## config.mk

```make
export PLATFORM = sky130hd
export DESIGN_NAME = enc_guest_exit
export DESIGN_NICKNAME = d
export VERILOG_FILES = /design/src/rtl/egx_pkg.sv /design/src/rtl/enc_guest_exit.sv /design/src/rtl/exit_classifier.sv
export SDC_FILE = /design/constraint.sdc
export NUM_CORES = 1
export LEC_CHECK = 0
export BUFFER_PORTS_ARGS = -buffer_cell sky130_fd_sc_hd__buf_2
export CORE_AREA = 5 5 366 368
export CTS_CLUSTER_DIAMETER = 100
export DETAILED_ROUTE_END_ITERATION = 7
export DIE_AREA = 0 0 371 373
export PLACE_DENSITY_LB_ADDON = 0.3
export SKIP_CTS_REPAIR_TIMING = 1
export SYNTH_ARGS = -nofsm -noshare
export SYNTH_HDL_FRONTEND = slang
export SYNTH_SLANG_ARGS = --single-unit
```

## constraint.sdc

```tcl
create_clock -name i_ref_clk -period 7.5 [get_ports i_ref_clk]
set_clock_uncertainty 0.1 [all_clocks]
set_input_delay 1.5 -clock i_ref_clk [delete_from_list [all_inputs] [get_ports i_ref_clk]]
set_output_delay 1.5 -clock i_ref_clk [all_outputs]
set_load 0.005 [all_outputs]
```

## src/rtl/egx_pkg.sv

```systemverilog
// How it works
// - instruction exits advance saved instruction pointer
// - nested fault automatic only without reserved error
// - never store instruction bytes on nested fault
// - guest-handled exit raises exception vector 29
// - exception error code equals exit code
// - decode hypercall opcode with repeat prefix
// - request instruction always exits, trap style
// - outside encrypted mode request acts as hypercall
// - comm page register saved/restored at 0a0h
// - comm page register access faults in hypervisor
// - save area via pointer at 108h
// - save area accesses use guest key
// - entry: checksum, extra, gprs, fpu order
// - entry fault or bad checksum gives invalid exit
// - ignore clean bits, reload everything
// - entry saves only minimal host state
// - reject soft interrupt, vectors 3 and 4
// - exit: save, checksum, load host, reset fpu
// - write traps exit after update, value in info
// - guest writes to virt enable ignored
// - only listed codes are automatic exits
// - events taken only when intercept set
package egx_pkg;
   // --------------------------------------------------------------
   // exit codes
   // --------------------------------------------------------------
   localparam logic [11:0] EXIT_MC = 12'h052;
   localparam logic [11:0] EXIT_INTR = 12'h060;
   localparam logic [11:0] EXIT_NMI = 12'h061;
   localparam logic [11:0] EXIT_INIT = 12'h063;
   localparam logic [11:0] EXIT_VINTR = 12'h064;
   localparam logic [11:0] EXIT_PAUSE = 12'h077;
   localparam logic [11:0] EXIT_HLT = 12'h078;
   localparam logic [11:0] EXIT_SHUTDOWN = 12'h07f;
   localparam logic [11:0] EXIT_FEAT_TRAP = 12'h08f;
   localparam logic [11:0] EXIT_CR_TRAP_LO = 12'h090;
   localparam logic [11:0] EXIT_CR_TRAP_HI = 12'h09f;
   localparam logic [11:0] EXIT_NPF = 12'h400;
   localparam logic [11:0] EXIT_GUEST_REQ = 12'h403;
   localparam logic [11:0] EXIT_INVALID = 12'hfff;
   // --------------------------------------------------------------
   // vectors, opcodes, offsets
   // --------------------------------------------------------------
   localparam logic [7:0] VEC_COMM = 8'h1d;
   localparam logic [7:0] VEC_BP = 8'h03;
   localparam logic [7:0] VEC_OF = 8'h04;
   localparam logic [7:0] OP_ESC = 8'h0f;
   localparam logic [7:0] OP_GRP = 8'h01;
   localparam logic [7:0] OP_CALL = 8'hd9;
   localparam logic [7:0] PFX_REP = 8'hf3;
   localparam logic [7:0] PFX_REPNE = 8'hf2;
   localparam logic [31:0] MSR_COMM_PAGE = 32'hc0010130;
   localparam logic [11:0] VM_CONTROL_BLOCK_COMM_PAGE = 12'h0a0;
   localparam logic [11:0] VM_CONTROL_BLOCK_SAVE_PTR = 12'h108;
   localparam logic [11:0] VM_CONTROL_BLOCK_LEGACY_SAVE = 12'h400;
   localparam logic [11:0] VM_CONTROL_BLOCK_INSN_BYTES = 12'h0d0;
   localparam int PF_RSVD_BIT = 3;
   localparam int FEAT_VIRT_BIT = 12;
   localparam logic [10:0] CLEAN_IGNORE_MASK = 11'h7e0;
   // --------------------------------------------------------------
   // world switch steps (gray along the usual path up to the return to ST_IDLE)
   // --------------------------------------------------------------
   typedef enum logic [3:0] {
      ST_IDLE = 4'h0,
      ST_E_CSUM = 4'h1,
      ST_E_EXTRA = 4'h3,
      ST_E_GPR = 4'h2,
      ST_E_FPU = 4'h6,
      ST_RUN = 4'h7,
      ST_X_EXTRA = 4'h5,
      ST_X_GPR = 4'h4,
      ST_X_FPU = 4'hc,
      ST_X_CSUM = 4'hd,
      ST_X_HEXTRA = 4'hf,
      ST_X_HGPR = 4'he,
      ST_X_FPURST = 4'ha,
      ST_FAIL = 4'hb
   } step_t;
   // memory step selector driven to the save engine
   typedef enum logic [2:0] {
      MS_NONE = 3'h0,
      MS_CSUM_CHK = 3'h1,
      MS_EXTRA = 3'h2,
      MS_GPR = 3'h3,
      MS_FPU = 3'h4,
      MS_CSUM_ST = 3'h5,
      MS_HOST = 3'h6,
      MS_FPURST = 3'h7
   } mstep_t;
endpackage

```

## src/rtl/enc_guest_exit.sv

```systemverilog
`timescale 1ns/10ps
`default_nettype none
// ------------------------------------------------------------------
// encrypted guest world switch and exit control
// ------------------------------------------------------------------
module enc_guest_exit (
   input wire logic i_ref_clk,
   input wire logic i_nrst,
   // world entry request and its control block fields
   input wire logic i_entry_req,
   input wire logic i_enc_mode,
   input wire logic [10:0] i_clean_bits,
   input wire logic [63:0] i_save_ptr,
   input wire logic [63:0] i_vm_control_block_comm_page,
   input wire logic i_inject_valid,
   input wire logic i_inject_soft,
   input wire logic [7:0] i_inject_vec,
   // memory step engine answers
   input wire logic i_step_done,
   input wire logic i_step_fault,
   input wire logic i_csum_ok,
   // guest events
   input wire logic i_evt_valid,
   input wire logic [11:0] i_evt_code,
   input wire logic i_evt_intercept,
   input wire logic i_pf_rsvd,
   input wire logic [63:0] i_trap_value,
   input wire logic [63:0] i_ip_next,
   // instruction bytes for decode
   input wire logic [7:0] i_insn_pfx,
   input wire logic [7:0] i_insn_b0,
   input wire logic [7:0] i_insn_b1,
   input wire logic [7:0] i_insn_b2,
   input wire logic i_insn_valid,
   // register access
   input wire logic i_msr_wr,
   input wire logic i_msr_rd,
   input wire logic [31:0] i_msr_addr,
   input wire logic [63:0] i_msr_wdata,
   input wire logic i_feat_wr,
   input wire logic [63:0] i_feat_wdata,
   // outputs
   output logic o_running,
   output logic [2:0] o_mem_step,
   output logic o_mem_is_guest,
   output logic o_mem_encrypted,
   output logic [63:0] o_mem_base,
   output logic o_full_reload,
   output logic o_exit_valid,
   output logic [11:0] o_exit_code,
   output logic [63:0] o_exit_info1,
   output logic [63:0] o_saved_ip,
   output logic [63:0] o_vm_control_block_comm_page,
   output logic o_insn_bytes_wr,
   output logic o_exc_valid,
   output logic [7:0] o_exc_vec,
   output logic [31:0] o_exc_err,
   output logic o_is_hypercall,
   output logic o_gp_fault,
   output logic [63:0] o_msr_rdata,
   output logic [63:0] o_feat_q
);
   // ---------------------------------------------------------------
   // state
   // ---------------------------------------------------------------
   typedef struct packed {
      egx_pkg::step_t step;   // world switch sequence
      logic enc;              // current guest is encrypted
      logic [63:0] save_ptr;  // save area page
      logic [63:0] comm_page; // comm page address register
      logic [63:0] feat;      // extended feature register
      logic exit_v;           // one-cycle exit pulse
      logic [11:0] code;      // latched exit code
      logic [63:0] info1;     // exit info field
      logic [63:0] sip;       // saved instruction pointer
      logic exc_v;            // one-cycle exception pulse
      logic [31:0] exc_err;   // exception error code
      logic gp;               // one-cycle fault pulse
      logic [63:0] rdata;     // register read data
      logic hcall;            // hypercall decoded
   } state_t;

   state_t s_q;
   state_t s_d;
   logic cls_auto;
   logic cls_adv;
   logic req_instr;
   logic bad_inject;
   logic guest;

   // classifier leaf
   exit_classifier u_cls (
      .i_code(i_evt_code),
      .i_pf_rsvd(i_pf_rsvd),
      .o_auto(cls_auto),
      .o_adv_ip(cls_adv)
   );

   // prefix plus hypercall opcode
   function automatic logic is_req(input logic [7:0] p,
      input logic [7:0] a, input logic [7:0] b, input logic [7:0] c);
      is_req = (p == egx_pkg::PFX_REP || p == egx_pkg::PFX_REPNE) &&
               a == egx_pkg::OP_ESC && b == egx_pkg::OP_GRP &&
               c == egx_pkg::OP_CALL;
   endfunction

   function automatic logic is_call(input logic [7:0] a,
      input logic [7:0] b, input logic [7:0] c);
      is_call = a == egx_pkg::OP_ESC && b == egx_pkg::OP_GRP &&
                c == egx_pkg::OP_CALL;
   endfunction

   assign guest = (s_q.step == egx_pkg::ST_RUN);
   assign req_instr = i_insn_valid && s_q.enc &&
      is_req(i_insn_pfx, i_insn_b0, i_insn_b1, i_insn_b2);
   // soft interrupts and vectors 3 and 4 are refused on encrypted entries only
   assign bad_inject = i_enc_mode && i_inject_valid &&
      (i_inject_soft || i_inject_vec == egx_pkg::VEC_BP ||
       i_inject_vec == egx_pkg::VEC_OF);

   // ---------------------------------------------------------------
   // next state
   // ---------------------------------------------------------------
   always_comb
   begin
      s_d = s_q;
      s_d.exit_v = 1'b0;
      s_d.exc_v = 1'b0;
      s_d.gp = 1'b0;
      s_d.hcall = 1'b0;
      // register port; hypervisor access faults
      if ((i_msr_wr || i_msr_rd) &&
          i_msr_addr == egx_pkg::MSR_COMM_PAGE)
      begin
         if (!guest)
            s_d.gp = 1'b1;
         else if (i_msr_wr)
            s_d.comm_page = i_msr_wdata;
         else
            s_d.rdata = s_q.comm_page;
      end
      // feature writes: virt enable bit kept in encrypted guest
      if (i_feat_wr)
      begin
         s_d.feat = i_feat_wdata;
         if (guest && s_q.enc)
            s_d.feat[egx_pkg::FEAT_VIRT_BIT] =
               s_q.feat[egx_pkg::FEAT_VIRT_BIT];
      end
      case (s_q.step)
         egx_pkg::ST_IDLE:
         begin
            if (i_entry_req)
            begin
               s_d.enc = i_enc_mode;
               s_d.save_ptr = i_save_ptr;
               s_d.comm_page = i_vm_control_block_comm_page;
               if (bad_inject)
                  s_d.step = egx_pkg::ST_FAIL;
               else if (i_enc_mode)
                  s_d.step = egx_pkg::ST_E_CSUM;
               else
                  s_d.step = egx_pkg::ST_RUN;
            end
         end
         egx_pkg::ST_E_CSUM:
         begin
            if (i_step_fault || (i_step_done && !i_csum_ok))
               s_d.step = egx_pkg::ST_FAIL;
            else if (i_step_done)
               s_d.step = egx_pkg::ST_E_EXTRA;
         end
         egx_pkg::ST_E_EXTRA:
         begin
            if (i_step_fault)
               s_d.step = egx_pkg::ST_FAIL;
            else if (i_step_done)
               s_d.step = egx_pkg::ST_E_GPR;
         end
         egx_pkg::ST_E_GPR:
         begin
            if (i_step_fault)
               s_d.step = egx_pkg::ST_FAIL;
            else if (i_step_done)
               s_d.step = egx_pkg::ST_E_FPU;
         end
         egx_pkg::ST_E_FPU:
         begin
            if (i_step_fault)
               s_d.step = egx_pkg::ST_FAIL;
            else if (i_step_done)
               s_d.step = egx_pkg::ST_RUN;
         end
         egx_pkg::ST_RUN:
         begin
            // request instruction exits with no intercept gate
            if (req_instr)
            begin
               s_d.code = egx_pkg::EXIT_GUEST_REQ;
               s_d.sip = i_ip_next;
               s_d.info1 = '0;
               s_d.step = egx_pkg::ST_X_EXTRA;
            end
            else if (i_evt_valid && i_evt_intercept)
            begin
               // one outcome only: exit or exception
               if (!s_q.enc || cls_auto)
               begin
                  s_d.code = i_evt_code;
                  s_d.info1 = i_trap_value;
                  if (cls_adv && s_q.enc)
                     s_d.sip = i_ip_next;
                  s_d.step = s_q.enc ? egx_pkg::ST_X_EXTRA
                                     : egx_pkg::ST_X_HGPR;
               end
               else
               begin
                  s_d.exc_v = 1'b1;
                  s_d.exc_err = {20'h0, i_evt_code};
               end
            end
            else if (i_insn_valid && !s_q.enc &&
                     is_call(i_insn_b0, i_insn_b1, i_insn_b2))
               s_d.hcall = 1'b1;
         end
         egx_pkg::ST_X_EXTRA:
            if (i_step_done)
               s_d.step = egx_pkg::ST_X_GPR;
         egx_pkg::ST_X_GPR:
            if (i_step_done)
               s_d.step = egx_pkg::ST_X_FPU;
         egx_pkg::ST_X_FPU:
            if (i_step_done)
               s_d.step = egx_pkg::ST_X_CSUM;
         egx_pkg::ST_X_CSUM:
            if (i_step_done)
               s_d.step = egx_pkg::ST_X_HEXTRA;
         egx_pkg::ST_X_HEXTRA:
            if (i_step_done)
               s_d.step = egx_pkg::ST_X_HGPR;
         egx_pkg::ST_X_HGPR:
            if (i_step_done)
               s_d.step = s_q.enc ? egx_pkg::ST_X_FPURST
                                  : egx_pkg::ST_IDLE;
         egx_pkg::ST_X_FPURST:
         begin
            if (i_step_done)
            begin
               s_d.exit_v = 1'b1;
               s_d.step = egx_pkg::ST_IDLE;
            end
         end
         egx_pkg::ST_FAIL:
         begin
            s_d.code = egx_pkg::EXIT_INVALID;
            s_d.exit_v = 1'b1;
            s_d.step = egx_pkg::ST_IDLE;
         end
         default:
            s_d.step = egx_pkg::ST_IDLE;
      endcase
      // plain guests finish on host load
      if (s_q.step == egx_pkg::ST_X_HGPR && i_step_done && !s_q.enc)
         s_d.exit_v = 1'b1;
   end

   // ---------------------------------------------------------------
   // register the state
   // ---------------------------------------------------------------
   always_ff @(posedge i_ref_clk or negedge i_nrst)
   begin
      if (!i_nrst)
      begin
         s_q <= '0;
         s_q.step <= egx_pkg::ST_IDLE;
      end
      else
         s_q <= s_d;
   end

   // ---------------------------------------------------------------
   // memory step selector
   // ---------------------------------------------------------------
   always_comb
   begin
      case (s_q.step)
         egx_pkg::ST_E_CSUM: o_mem_step = egx_pkg::MS_CSUM_CHK;
         egx_pkg::ST_E_EXTRA: o_mem_step = egx_pkg::MS_EXTRA;
         egx_pkg::ST_E_GPR: o_mem_step = egx_pkg::MS_GPR;
         egx_pkg::ST_E_FPU: o_mem_step = egx_pkg::MS_FPU;
         egx_pkg::ST_X_EXTRA: o_mem_step = egx_pkg::MS_EXTRA;
         egx_pkg::ST_X_GPR: o_mem_step = egx_pkg::MS_GPR;
         egx_pkg::ST_X_FPU: o_mem_step = egx_pkg::MS_FPU;
         egx_pkg::ST_X_CSUM: o_mem_step = egx_pkg::MS_CSUM_ST;
         egx_pkg::ST_X_HEXTRA: o_mem_step = egx_pkg::MS_EXTRA;
         egx_pkg::ST_X_HGPR: o_mem_step = egx_pkg::MS_HOST;
         egx_pkg::ST_X_FPURST: o_mem_step = egx_pkg::MS_FPURST;
         default: o_mem_step = egx_pkg::MS_NONE;
      endcase
   end

   // guest-side steps touch the encrypted save page
   assign o_mem_is_guest = o_mem_step != egx_pkg::MS_NONE &&
      s_q.step != egx_pkg::ST_X_HEXTRA &&
      s_q.step != egx_pkg::ST_X_HGPR &&
      s_q.step != egx_pkg::ST_X_FPURST;
   assign o_mem_encrypted = o_mem_is_guest && s_q.enc;
   // host state is only the minimal legacy set; rest is software's
   assign o_mem_base = s_q.save_ptr;
   // encrypted guests drop every clean bit; plain guests honour them
   assign o_full_reload = s_q.enc || i_clean_bits == 11'h000;
   assign o_running = guest;
   assign o_exit_valid = s_q.exit_v;
   assign o_exit_code = s_q.code;
   assign o_exit_info1 = s_q.info1;
   assign o_saved_ip = s_q.sip;
   assign o_vm_control_block_comm_page = s_q.comm_page;
   assign o_insn_bytes_wr = 1'b0;
   assign o_exc_valid = s_q.exc_v;
   assign o_exc_vec = egx_pkg::VEC_COMM;
   assign o_exc_err = s_q.exc_err;
   assign o_is_hypercall = s_q.hcall;
   assign o_gp_fault = s_q.gp;
   assign o_msr_rdata = s_q.rdata;
   assign o_feat_q = s_q.feat;

   // ---------------------------------------------------------------
   // checks
   // ---------------------------------------------------------------
   a_req_exit_code: assert property (@(posedge i_ref_clk)
      disable iff (!i_nrst) guest && req_instr |=>
      o_exit_code == egx_pkg::EXIT_GUEST_REQ)
      else $error("request instruction did not set exit code");
   a_exc_err: assert property (@(posedge i_ref_clk)
      disable iff (!i_nrst) o_exc_valid |->
      o_exc_err[11:0] == $past(i_evt_code))
      else $error("exception error code mismatch");
   a_npf_rsvd: assert property (@(posedge i_ref_clk)
      disable iff (!i_nrst) guest && s_q.enc && !req_instr &&
      i_evt_valid && i_evt_intercept &&
      i_evt_code == egx_pkg::EXIT_NPF && i_pf_rsvd |=> o_exc_valid)
      else $error("reserved nested fault not guest handled");
   a_one_outcome: assert property (@(posedge i_ref_clk)
      disable iff (!i_nrst) o_exc_valid |-> o_running && !o_exit_valid)
      else $error("exception outside guest run");
   a_gp_host: assert property (@(posedge i_ref_clk)
      disable iff (!i_nrst) !guest && i_msr_wr &&
      i_msr_addr == egx_pkg::MSR_COMM_PAGE |=> o_gp_fault &&
      o_vm_control_block_comm_page == $past(o_vm_control_block_comm_page))
      else $error("host access to comm page not faulted");
   a_bad_inject: assert property (@(posedge i_ref_clk)
      disable iff (!i_nrst) s_q.step == egx_pkg::ST_IDLE &&
      i_entry_req && bad_inject |=> ##1 o_exit_valid &&
      o_exit_code == egx_pkg::EXIT_INVALID)
      else $error("bad injection not refused");
   a_csum_fail: assert property (@(posedge i_ref_clk)
      disable iff (!i_nrst) s_q.step == egx_pkg::ST_E_CSUM &&
      i_step_done && !i_csum_ok |=> ##1 o_exit_valid)
      else $error("checksum failure not reported");
   a_virt_keep: assert property (@(posedge i_ref_clk)
      disable iff (!i_nrst) guest && s_q.enc && i_feat_wr |=>
      $stable(o_feat_q[egx_pkg::FEAT_VIRT_BIT]))
      else $error("virt enable bit changed by guest");
   a_entry_order: assert property (@(posedge i_ref_clk)
      disable iff (!i_nrst) s_q.step == egx_pkg::ST_E_CSUM &&
      i_step_done && i_csum_ok && !i_step_fault |=>
      o_mem_step == egx_pkg::MS_EXTRA)
      else $error("entry order broken");
   c_req_exit: cover property (@(posedge i_ref_clk)
      disable iff (!i_nrst) guest && req_instr);
   c_exc: cover property (@(posedge i_ref_clk)
      disable iff (!i_nrst) o_exc_valid);
   c_invalid: cover property (@(posedge i_ref_clk)
      disable iff (!i_nrst) o_exit_valid &&
      o_exit_code == egx_pkg::EXIT_INVALID);
endmodule
`default_nettype wire

```

## src/rtl/exit_classifier.sv

```systemverilog
`timescale 1ns/10ps
`default_nettype none
// ------------------------------------------------------------------
// exit classifier: automatic exit or guest-handled exit
// ------------------------------------------------------------------
module exit_classifier (
   input wire logic [11:0] i_code,
   input wire logic i_pf_rsvd,
   output logic o_auto,
   output logic o_adv_ip
);
   // only the fixed list reaches the hypervisor directly
   always_comb
   begin
      o_auto = 1'b0;
      o_adv_ip = 1'b0;
      case (i_code)
         egx_pkg::EXIT_MC, egx_pkg::EXIT_INTR, egx_pkg::EXIT_NMI,
         egx_pkg::EXIT_INIT, egx_pkg::EXIT_VINTR,
         egx_pkg::EXIT_SHUTDOWN:
            o_auto = 1'b1;
         egx_pkg::EXIT_PAUSE, egx_pkg::EXIT_HLT,
         egx_pkg::EXIT_FEAT_TRAP, egx_pkg::EXIT_GUEST_REQ:
         begin
            o_auto = 1'b1;
            o_adv_ip = 1'b1;
         end
         egx_pkg::EXIT_NPF:
            o_auto = !i_pf_rsvd;
         default:
         begin
            // write trap range rides along as instruction exits
            if (i_code >= egx_pkg::EXIT_CR_TRAP_LO &&
                i_code <= egx_pkg::EXIT_CR_TRAP_HI)
            begin
               o_auto = 1'b1;
               o_adv_ip = 1'b1;
            end
         end
      endcase
   end
endmodule
`default_nettype wire

```

======== Word-level counts from Yosys, hierarchy flattened ========
Memory sizes are Yosys's and may differ from the RTL's.
Index checks and enable logic that the tools add are counted.
operators by class
  $lt $le $gt $ge ......................... 2
  equality and inequality tests ........... 49
  muxes and demuxes ....................... 50
  bitwise operators ....................... 4
  reduce and logical (&&, ||, !) cells .... 51
operators by type and width
  kind                                                             count
  2-to-1 mux 64 bit                                                7
  2-to-1 mux 140 bit                                               2
  2-to-1 mux 173 bit                                               1
  2-to-1 mux 133 bit                                               1
  2-to-1 mux 33 bit                                                3
  equality test 12 x 7 -> 1 bit, second input constant             8
  2-to-1 mux 4 bit                                                 21
  2-to-1 mux 65 bit                                                1
  case mux 4 bit (13 select lines)                                 1
  equality test 32 bit, second input constant                      1
  equality test 12 x 11 -> 1 bit, second input constant            2
  equality test 4 bit, second input constant                       6
  equality test 8 bit, second input constant                       3
  case mux 12 bit (2 select lines)                                 1
  logical AND 1 bit                                                23
  equality test 4 x 3 -> 1 bit, second input constant              4
  != test 2 bit, second input constant                             8
  AND reduction 14 bit                                             1
  equality test 12 x 8 -> 1 bit, second input constant             1
  >= comparator 12 x 8 -> 1 bit, second input constant             1
  less-or-equal comparator 12 x 8 -> 1 bit, second input constant  1
  != test 3 bit, second input constant                             4
  != test 4 bit, second input constant                             3
  logical NOT 11 bit                                               1
  22 further kinds                                                 51
storage, ports and cells
  register bits after elaboration ......... 417
  ROM bits ................................ 48
  logic and storage cells ................. 172
  memories kept ........................... 1
memories
  memory            depth  bits a word  read ports  clocked after memory_dff  wr ports  line                   RTL
  (name not given)  16     3            1           0                         0         enc_guest_exit.sv:286  case (s_q.step)

======== Longest topological paths before layout ========
Gate-level depths: netlist of the first run.
  depth in word-level cells ............... 10
  depth in mapped cells ................... 10
  gate-level depth less buffers ........... 8

======== Hierarchy ========
From an unflattened synthesis of the first run, not the netlist that was laid out.
unflattened totals
  cell total of the unflattened synthesis .. 1828
  area, all modules ....................... 20313.2 um^2
modules (own cells, without submodules)
  module           instances  cells each  area an instance (um^2)  seq. area each (um^2)
  enc_guest_exit   1          1801        20145.6                  10435.0
  exit_classifier  1          27          167.7                    0.0

======== Worst setup path before layout of the first run ========
OpenSTA, ideal clock, no wires.
  path type ............................... input-to-output
  start point ............................. input i_clean_bits[2]
  end point ............................... output o_full_reload
  arrival ................................. 1.931 ns
  required time ........................... 5.900 ns
  slack ................................... 3.969 ns
  cell stages on the path ................. 2
  buffers on the path ..................... 0
  cell sequence ........................... nor4_1 > a31o_2
on the way
  longest elaborated chain between the ends .. 2
RTL lines
  what                line                   RTL
  from (decl)         enc_guest_exit.sv:12   input wire logic [10:0] i_clean_bits,
  logical NOT 11 bit  enc_guest_exit.sv:311  assign o_full_reload = s_q.enc || i_clean_bits == 11'h000;
  logical OR 1 bit    enc_guest_exit.sv:311
  to (decl)           enc_guest_exit.sv:48   output logic o_full_reload,
Every way passes these cells.

======== Worst setup path in the final report of the first run ========
  start point ............................. register s_q[435] (netlist name)
  end point ............................... output o_running
on the way
  longest elaborated chain between the ends .. 1
RTL lines
  what                          line                   RTL
  from (decl)                   enc_guest_exit.sv:83   state_t s_q;
  equality test 4 x 3 -> 1 bit  enc_guest_exit.sv:113  assign guest = (s_q.step == egx_pkg::ST_RUN);
  to (decl)                     enc_guest_exit.sv:43   output logic o_running,
Every way passes these cells.

==> results.py, run 1 <==
metrics = {
    "global_routing": {
        "grt_max_degree": 139,
        "grt_pass1_vias": 14925,
        "grt_overflow": 0,
        "grt_pass1_wl_mm": 105,
        "grt_antenna_before_repair": 15,
        "grt_usage": 0.102,
    },
    "finish": {
        "drive_gt1_frac": 0.486,
        "nNetsFinal": 2877,
        "area_growth_pct": 26.1,
        "n_fill_cell": 14677,
        "fin_cells": 4187,
    },
    "yosys": {
        "synth_cell_types": 58,
        "synth_top_area_share": 0.517,
        "synthXorXnorAreaFrac": 0.000434,
        "yosysMostFrequentCell": "buf_4",
        "synthesis.area_mm2": 0.0202,
        "synth_flop_cell": "dfrtp_1",
        "ys_ff_latch": 417,
        "synth_compound_area_frac": 0.0807,
        "synth_area_leader_cell": "dfrtp_1",
        "synthMuxAreaShare": 0.113,
        "synthAdderAreaFrac": 0.00248,
        "synth_area_leaders": "dfrtp_1 (52%), buf_4 (16%), mux2_2 (7.9%)",
        "yosys-top-cells-count": "buf_4 (437), dfrtp_1 (417), nand2_1 (398), mux2_2 (142), o21ai_0 (138)",
        "synth_cells": 1901,
        "synth-simple-area-share": 0.0990,
        "yosysWarnings": 0,
        "synth_top_family_by_area": "buffers and inverters",
        "synth_seq_area_share": 0.517,
        "syn_area_per_cell_um2": 10.6,
        "synth_edf_count": 0,
        "async_flop_share": 1.00,
    },
    "placement": {
        "place.gp.congestion": 0.832,
        "dp_hpwl_mm": 57.7,
        "portBuffers": 912,
        "placedCellCount": 4079,
    },
    "die": {
        "rows": 133,
        "fp.dieH_um": 373,
        "die_w_um": 371,
        "start_util": 0.155,
        "io_pins": 943,
        "core_mm2": 0.130,
        "die-area_mm2": 0.138,
    },
    "critical_path": {
        "crit_type": "register to output port",
        "r2r-end": "o_vm_control_block_comm_page[51]$_DFF_PN0_",
        "reg2reg_slack_ns": 3.51,
        "required_ns": 5.90,
        "r2r_cells": 7,
        "crit_fanout": 19,
        "cp-start-kind": "register",
        "arrival_ns": 2.87,
        "end_kind": "output port",
        "worstReg2RegStart": "s_q[435]$_DFFE_PN0P_",
    },
    "clock_network": {
        "clk_path_buf_depth": 3,
        "cts-root-buf": "clkbuf_16",
        "h-tree-depth": 2,
        "cts_buffers": 52,
        "clk_pin_slew_ns": 0.06,
        "clkLatencyLatePin_ns": 0.60,
        "cts.sinks": 417,
        "cts_tree": "yes",
    },
    "sta": {
        "min_period_over_period": 0.596,
        "hold_slack_ns": 0.369,
        "tightest_slew_ns": 1.00,
        "finalSetupViolCount": 0,
        "maxSlewHeadroom": 0.333,
        "finalCriticalPeriod_ns": 4.47,
        "setup-tns-final_ns": 0,
        "rsz0062_at_grt": "false",
        "fmax_ghz": 0.224,
        "drv_slew": 0,
        "finalHoldViolations": 0,
    },
    "pwr": {
        "pwr_density_cell_mw_per_mm2": 314,
        "peakVddDrop_mv": 0.160,
        "finalPower_mw": 7.99,
        "p_leak_nw": 13.3,
    },
    "routing": {
        "first_pass_iters": 6,
        "antenna_left": 0,
        "viasPerCell": 3.49,
        "wirelength_mm": 74.5,
        "drcViolationCount": 0,
        "drtIter0Drc": 847,
        "route.vias.total": 14600,
        "post_drt_wl_per_cell_um": 17.8,
    },
    "worst_hold_path": {
        "worstHoldStart": "o_mem_base[14]$_DFFE_PN0P_",
        "whs_path_depth": 2,
        "min_to": "o_mem_base[14]$_DFFE_PN0P_",
        "hold_path.class": "register to register",
    },
    "flow_run": {
        "drv_cap": 0,
    },
    "outcome": {
        "outcome": "finished clean",
    },
}
==> routing by layer <==
metal  share of wire  up-vias  GRT usage
li1                -     6857          -
met1            0.39     7060      0.120
met2            0.49      585      0.174
met3           0.090       92     0.0351
met4           0.026        6     0.0317
met5         0.00046        -          0
==> report_power, final <==
group	switching [mW]	total, mW	internal, mW	leakage [nW]
Combinational	1.09	2.06	0.971	6.95
Sequential	0.398	3.23	2.83	5.40
Clock	1.05	2.70	1.66	0.924
Total	2.53	7.99	5.46	13.3
==> metrics by stage <==
stage / util / setup WS [ns] / instance area [um2]
after floorplan: - / 3.97 / 20300
after global placement: 0.180 / 2.65 / 23500
after detailed placement: 0.180 / 2.69 / 23500
after CTS: 0.195 / 2.86 / 25400
after global routing: 0.195 / 2.76 / 25400
final: 0.195 / 3.03 / 25400
==> state kept, by name, indices dropped and copies added (netlist names) <==
name	flops
o_gp_fault	1
o_exit_valid	1
o_exit_code	12
o_saved_ip	64
o_feat_q	64
o_exc_valid	1
o_msr_rdata	64
o_exit_info1	64
o_is_hypercall	1
o_mem_base	64
o_exc_err	12
o_vm_control_block_comm_page	64
s_q	5
==> worst max-delay path: stages, from the launching register on <==
cell and delay [ns]:
dfrtp_1 0.74, nor2b_1 0.34, nand2_1 0.49, inv_1 0.49
buf_2 0.20
==> area by class of cell <==
type	instances	area (um2)	area share
antenna	12	30.0	0.00118
clock buffer	69	1510	0.0592
clock inverter	27	344	0.0135
inverter	11	41.3	0.00162
multi-input combinational	966	6110	0.240
sequential	417	10400	0.410
tap	1755	2200	0.0864
timing repair buffer	930	4760	0.187
==> cells in the final DEF (no fill, tap or decap), types with 5 or more instances in the layout <==
cell / count
a21oi_1: 11
a221o_1: 9
a22o_1: 66
and2_1: 5
buf_2: 911
buf_4: 14
bufinv_16: 7
clkbuf_16: 53
clkbuf_8: 12
clkinv_2: 12
conb_1: 29
dfrtp_1: 417
diode_2: 12
inv_1: 11
mux2_2: 142
mux2i_1: 65
nand2_1: 397
nand4_1: 6
nor2_1: 14
nor3_1: 5
nor4_1: 9
nor4b_1: 6
o21ai_0: 137
==> worst max path at each step <==
stage | startpoint | endpoint | slack (ns) | cells past startpoint
after floorplan | i_clean_bits[2] | o_full_reload | 3.97 | 2
after global placement | i_insn_b0[5] | o_saved_ip[56]$_DFFE_PN0P_ | 2.65 | 8
after detailed placement | i_insn_b0[5] | o_saved_ip[56]$_DFFE_PN0P_ | 2.69 | 8
after CTS | s_q[435]$_DFFE_PN0P_ | o_running | 2.86 | 4
after global routing | s_q[435]$_DFFE_PN0P_ | o_running | 2.76 | 4
final | s_q[435]$_DFFE_PN0P_ | o_running | 3.03 | 4
==> cells by family after synthesis <==
family          after synthesis
flops                       417
compound gates              250
simple gates                474
fa+ha+maj                     4
mux                         208
xor+xnor                      1
buf+inv                     545
other cells                   2
Note: power is estimated with default switching activity, not from simulation.
==> run 2, diff against run 1 <==
--- a/config.mk
+++ b/config.mk
@@ -6,10 +6,10 @@
 export NUM_CORES = 1
 export LEC_CHECK = 0
 export BUFFER_PORTS_ARGS = -buffer_cell sky130_fd_sc_hd__buf_2
-export CORE_AREA = 5 5 366 368
+export CORE_AREA = 5 5 364 366
 export CTS_CLUSTER_DIAMETER = 100
 export DETAILED_ROUTE_END_ITERATION = 7
-export DIE_AREA = 0 0 371 373
+export DIE_AREA = 0 0 369 371
 export PLACE_DENSITY_LB_ADDON = 0.3
 export SKIP_CTS_REPAIR_TIMING = 1
 export SYNTH_ARGS = -nofsm -noshare
==> constraint.sdc (replaced) <==
create_clock -name i_ref_clk -period 4 [get_ports i_ref_clk]
set_clock_uncertainty 0.1 [all_clocks]
set_input_delay 0.8 -clock i_ref_clk [delete_from_list [all_inputs] [get_ports i_ref_clk]]
set_output_delay 0.8 -clock i_ref_clk [all_outputs]
set_load 0.005 [all_outputs]
==> run 2 against run 1 <==
Final cell count shrank 1.1%. Die area fell by 1.1%. Count of clock-buffer cells in the layout increased by 12. Critical endpoint is now o_mem_encrypted. Worst setup slack lost 2.4 ns. Final area up 0.74%. Combinational power grew 93%. Utilization increased by 0.39 points. Register-to-register slack worse by 2.4 ns.
==> results.py, run 2 (synthesis gave the netlist of run 1 again) <==
metrics = {
    "sta": {
        "fmax_ghz": 0.293,
        "finalSetupViolCount": 0,
        "setup-tns-final_ns": 0,
        "maxSlewHeadroom": 0.348,
        "finalHoldViolations": 0,
        "hold_slack_ns": 0.0977,
        "tightest_slew_ns": 0.975,
        "drv_slew": 0,
        "timing.final.ws_setup_ns": 0.584,
        "min_period_over_period": 0.854,
        "rsz0062_at_grt": "false",
        "finalCriticalPeriod_ns": 3.42,
    },
    "placement": {
        "portBuffers": 912,
        "pre_cts_ws_ns": 0.425,
        "placedCellCount": 4038,
        "placed_cell_area_mm2": 0.0239,
        "place.gp.congestion": 0.875,
        "dp_hpwl_mm": 64.1,
    },
    "routing": {
        "wirelength_mm": 79.7,
        "route.vias.total": 14743,
        "antenna_left": 0,
        "drtIter0Drc": 646,
        "drcViolationCount": 0,
        "viasPerCell": 3.56,
        "post_drt_wl_per_cell_um": 19.3,
        "first_pass_iters": 5,
    },
    "finish": {
        "final_core_util": 0.199,
        "nNetsFinal": 2916,
        "fin_area_mm2": 0.0256,
        "layout_common_cells": "buf_2 (911), dfrtp_1 (417), nand2_1 (397), mux2_2 (142), o21ai_0 (137)",
        "drive_gt1_frac": 0.489,
        "fin_cells": 4139,
        "layout.cells.most_common": "buf_2",
        "area_growth_pct": 27.0,
    },
    "die": {
        "core_mm2": 0.129,
        "io_pins": 943,
        "die_w_um": 369,
        "fp.dieH_um": 371,
        "die-area_mm2": 0.137,
        "rows": 132,
        "start_util": 0.157,
    },
    "pwr": {
        "pwr_density_cell_mw_per_mm2": 583,
        "swShare": 0.325,
        "power_frac_seq": 0.412,
        "p_leak_nw": 13.4,
        "comb_power_share": 0.266,
        "p_switching_mw": 4.86,
        "internal_power_mw": 10.1,
        "finalPower_mw": 14.9,
        "peakVddDrop_mv": 0.267,
        "p_clk_frac": 0.322,
    },
    "global_routing": {
        "grt_overflow": 0,
        "grt_pass1_vias": 15140,
        "grt_pass1_wl_mm": 109,
        "grt_usage": 0.109,
        "grt_antenna_before_repair": 21,
        "grt_max_degree": 129,
    },
    "clock_network": {
        "cts-root-buf": "clkbuf_16",
        "clk_path_buf_depth": 3,
        "clk_pin_slew_ns": 0.06,
        "clkLatencyLatePin_ns": 0.61,
        "cts.sinks": 417,
        "h-tree-depth": 2,
        "cts_tree": "yes",
        "cts_buffers": 52,
    },
    "critical_path": {
        "cp-start-kind": "register",
        "crit_fanout": 8,
        "arrival_ns": 2.52,
        "required_ns": 3.10,
        "crit_type": "register to output port",
        "end_kind": "output port",
    },
    "flow_run": {
        "drv_cap": 0,
    },
    "worst_hold_path": {
        "hold_path.class": "input pin to async pin",
    },
    "outcome": {
        "outcome": "finished clean",
    },
}
[run 2: changes by cell type in the layout (fill, tap and decap cells not counted), sizes merged]
cell      delta
buf         +39
clkbuf      +12
clkinv      -10
diode        -4
bufinv       -3
inv          -3
clkinvlp     +1
[run 2: layout make-up]
| cell class | instances | area, um2 |
|---|---|---|
| fillers | 14366 | 103000 |
| flip-flops and latches | 417 | 10400 |
| multi-input cells | 966 | 6120 |
| repair buffers | 969 | 5180 |
| well taps | 1675 | 2100 |
| clock buffers | 81 | 1550 |
| clock inverters | 12 | 173 |
| inverters | 11 | 41.3 |
| diodes | 8 | 20.0 |
[run 2: path summary, 6_finish.rpt]
check / startpoint / to / slack [ns] / cells after the start
setup / recovery: s_q[434]$_DFFE_PN0P_ / o_mem_encrypted / 0.58 / 7
hold / removal: i_nrst / o_feat_q[6]$_DFFE_PN0P_ / 0.1 / 1
setup reg to reg: s_q[434]$_DFFE_PN0P_ / o_msr_rdata[5]$_DFFE_PN0P_ / 1.09 / 9
hold reg to reg: o_saved_ip[11]$_DFFE_PN0P_ / o_saved_ip[11]$_DFFE_PN0P_ / 0.37 / 2
max in group asynchronous: i_nrst / o_saved_ip[51]$_DFFE_PN0P_ / 2.62 / 2
min in group i_ref_clk: i_save_ptr[47] / o_mem_base[47]$_DFFE_PN0P_ / 0.28 / 3
[run 2: metal layers]
| metal | share of wire | global-route usage |
|---|---|---|
| met4 | 0.034 | 0.0396 |
| met3 | 0.074 | 0.0301 |
| met5 | 0.00016 | 0 |
| met2 | 0.47 | 0.179 |
| met1 | 0.42 | 0.139 |
[run 2: critical path: stages, from the launching register on]
cell,delay [ns]
dfrtp_1,0.44
inv_1,0.11
ha_1,0.31
mux4_2,0.51
nor3_1,0.19
nor2_1,0.07
and2_1,0.16
buf_2,0.12
[run 2: power by group through the flow]
stage	combinational, mW	clock (mW)	sequential (mW)
after global placement	4.09	0	6.21
after detailed placement	4.11	0	6.21
after global routing	4.43	5.18	6.29
after floorplan	3.27	0	5.84
final	3.98	4.81	6.15
after CTS	4.10	5.04	6.17
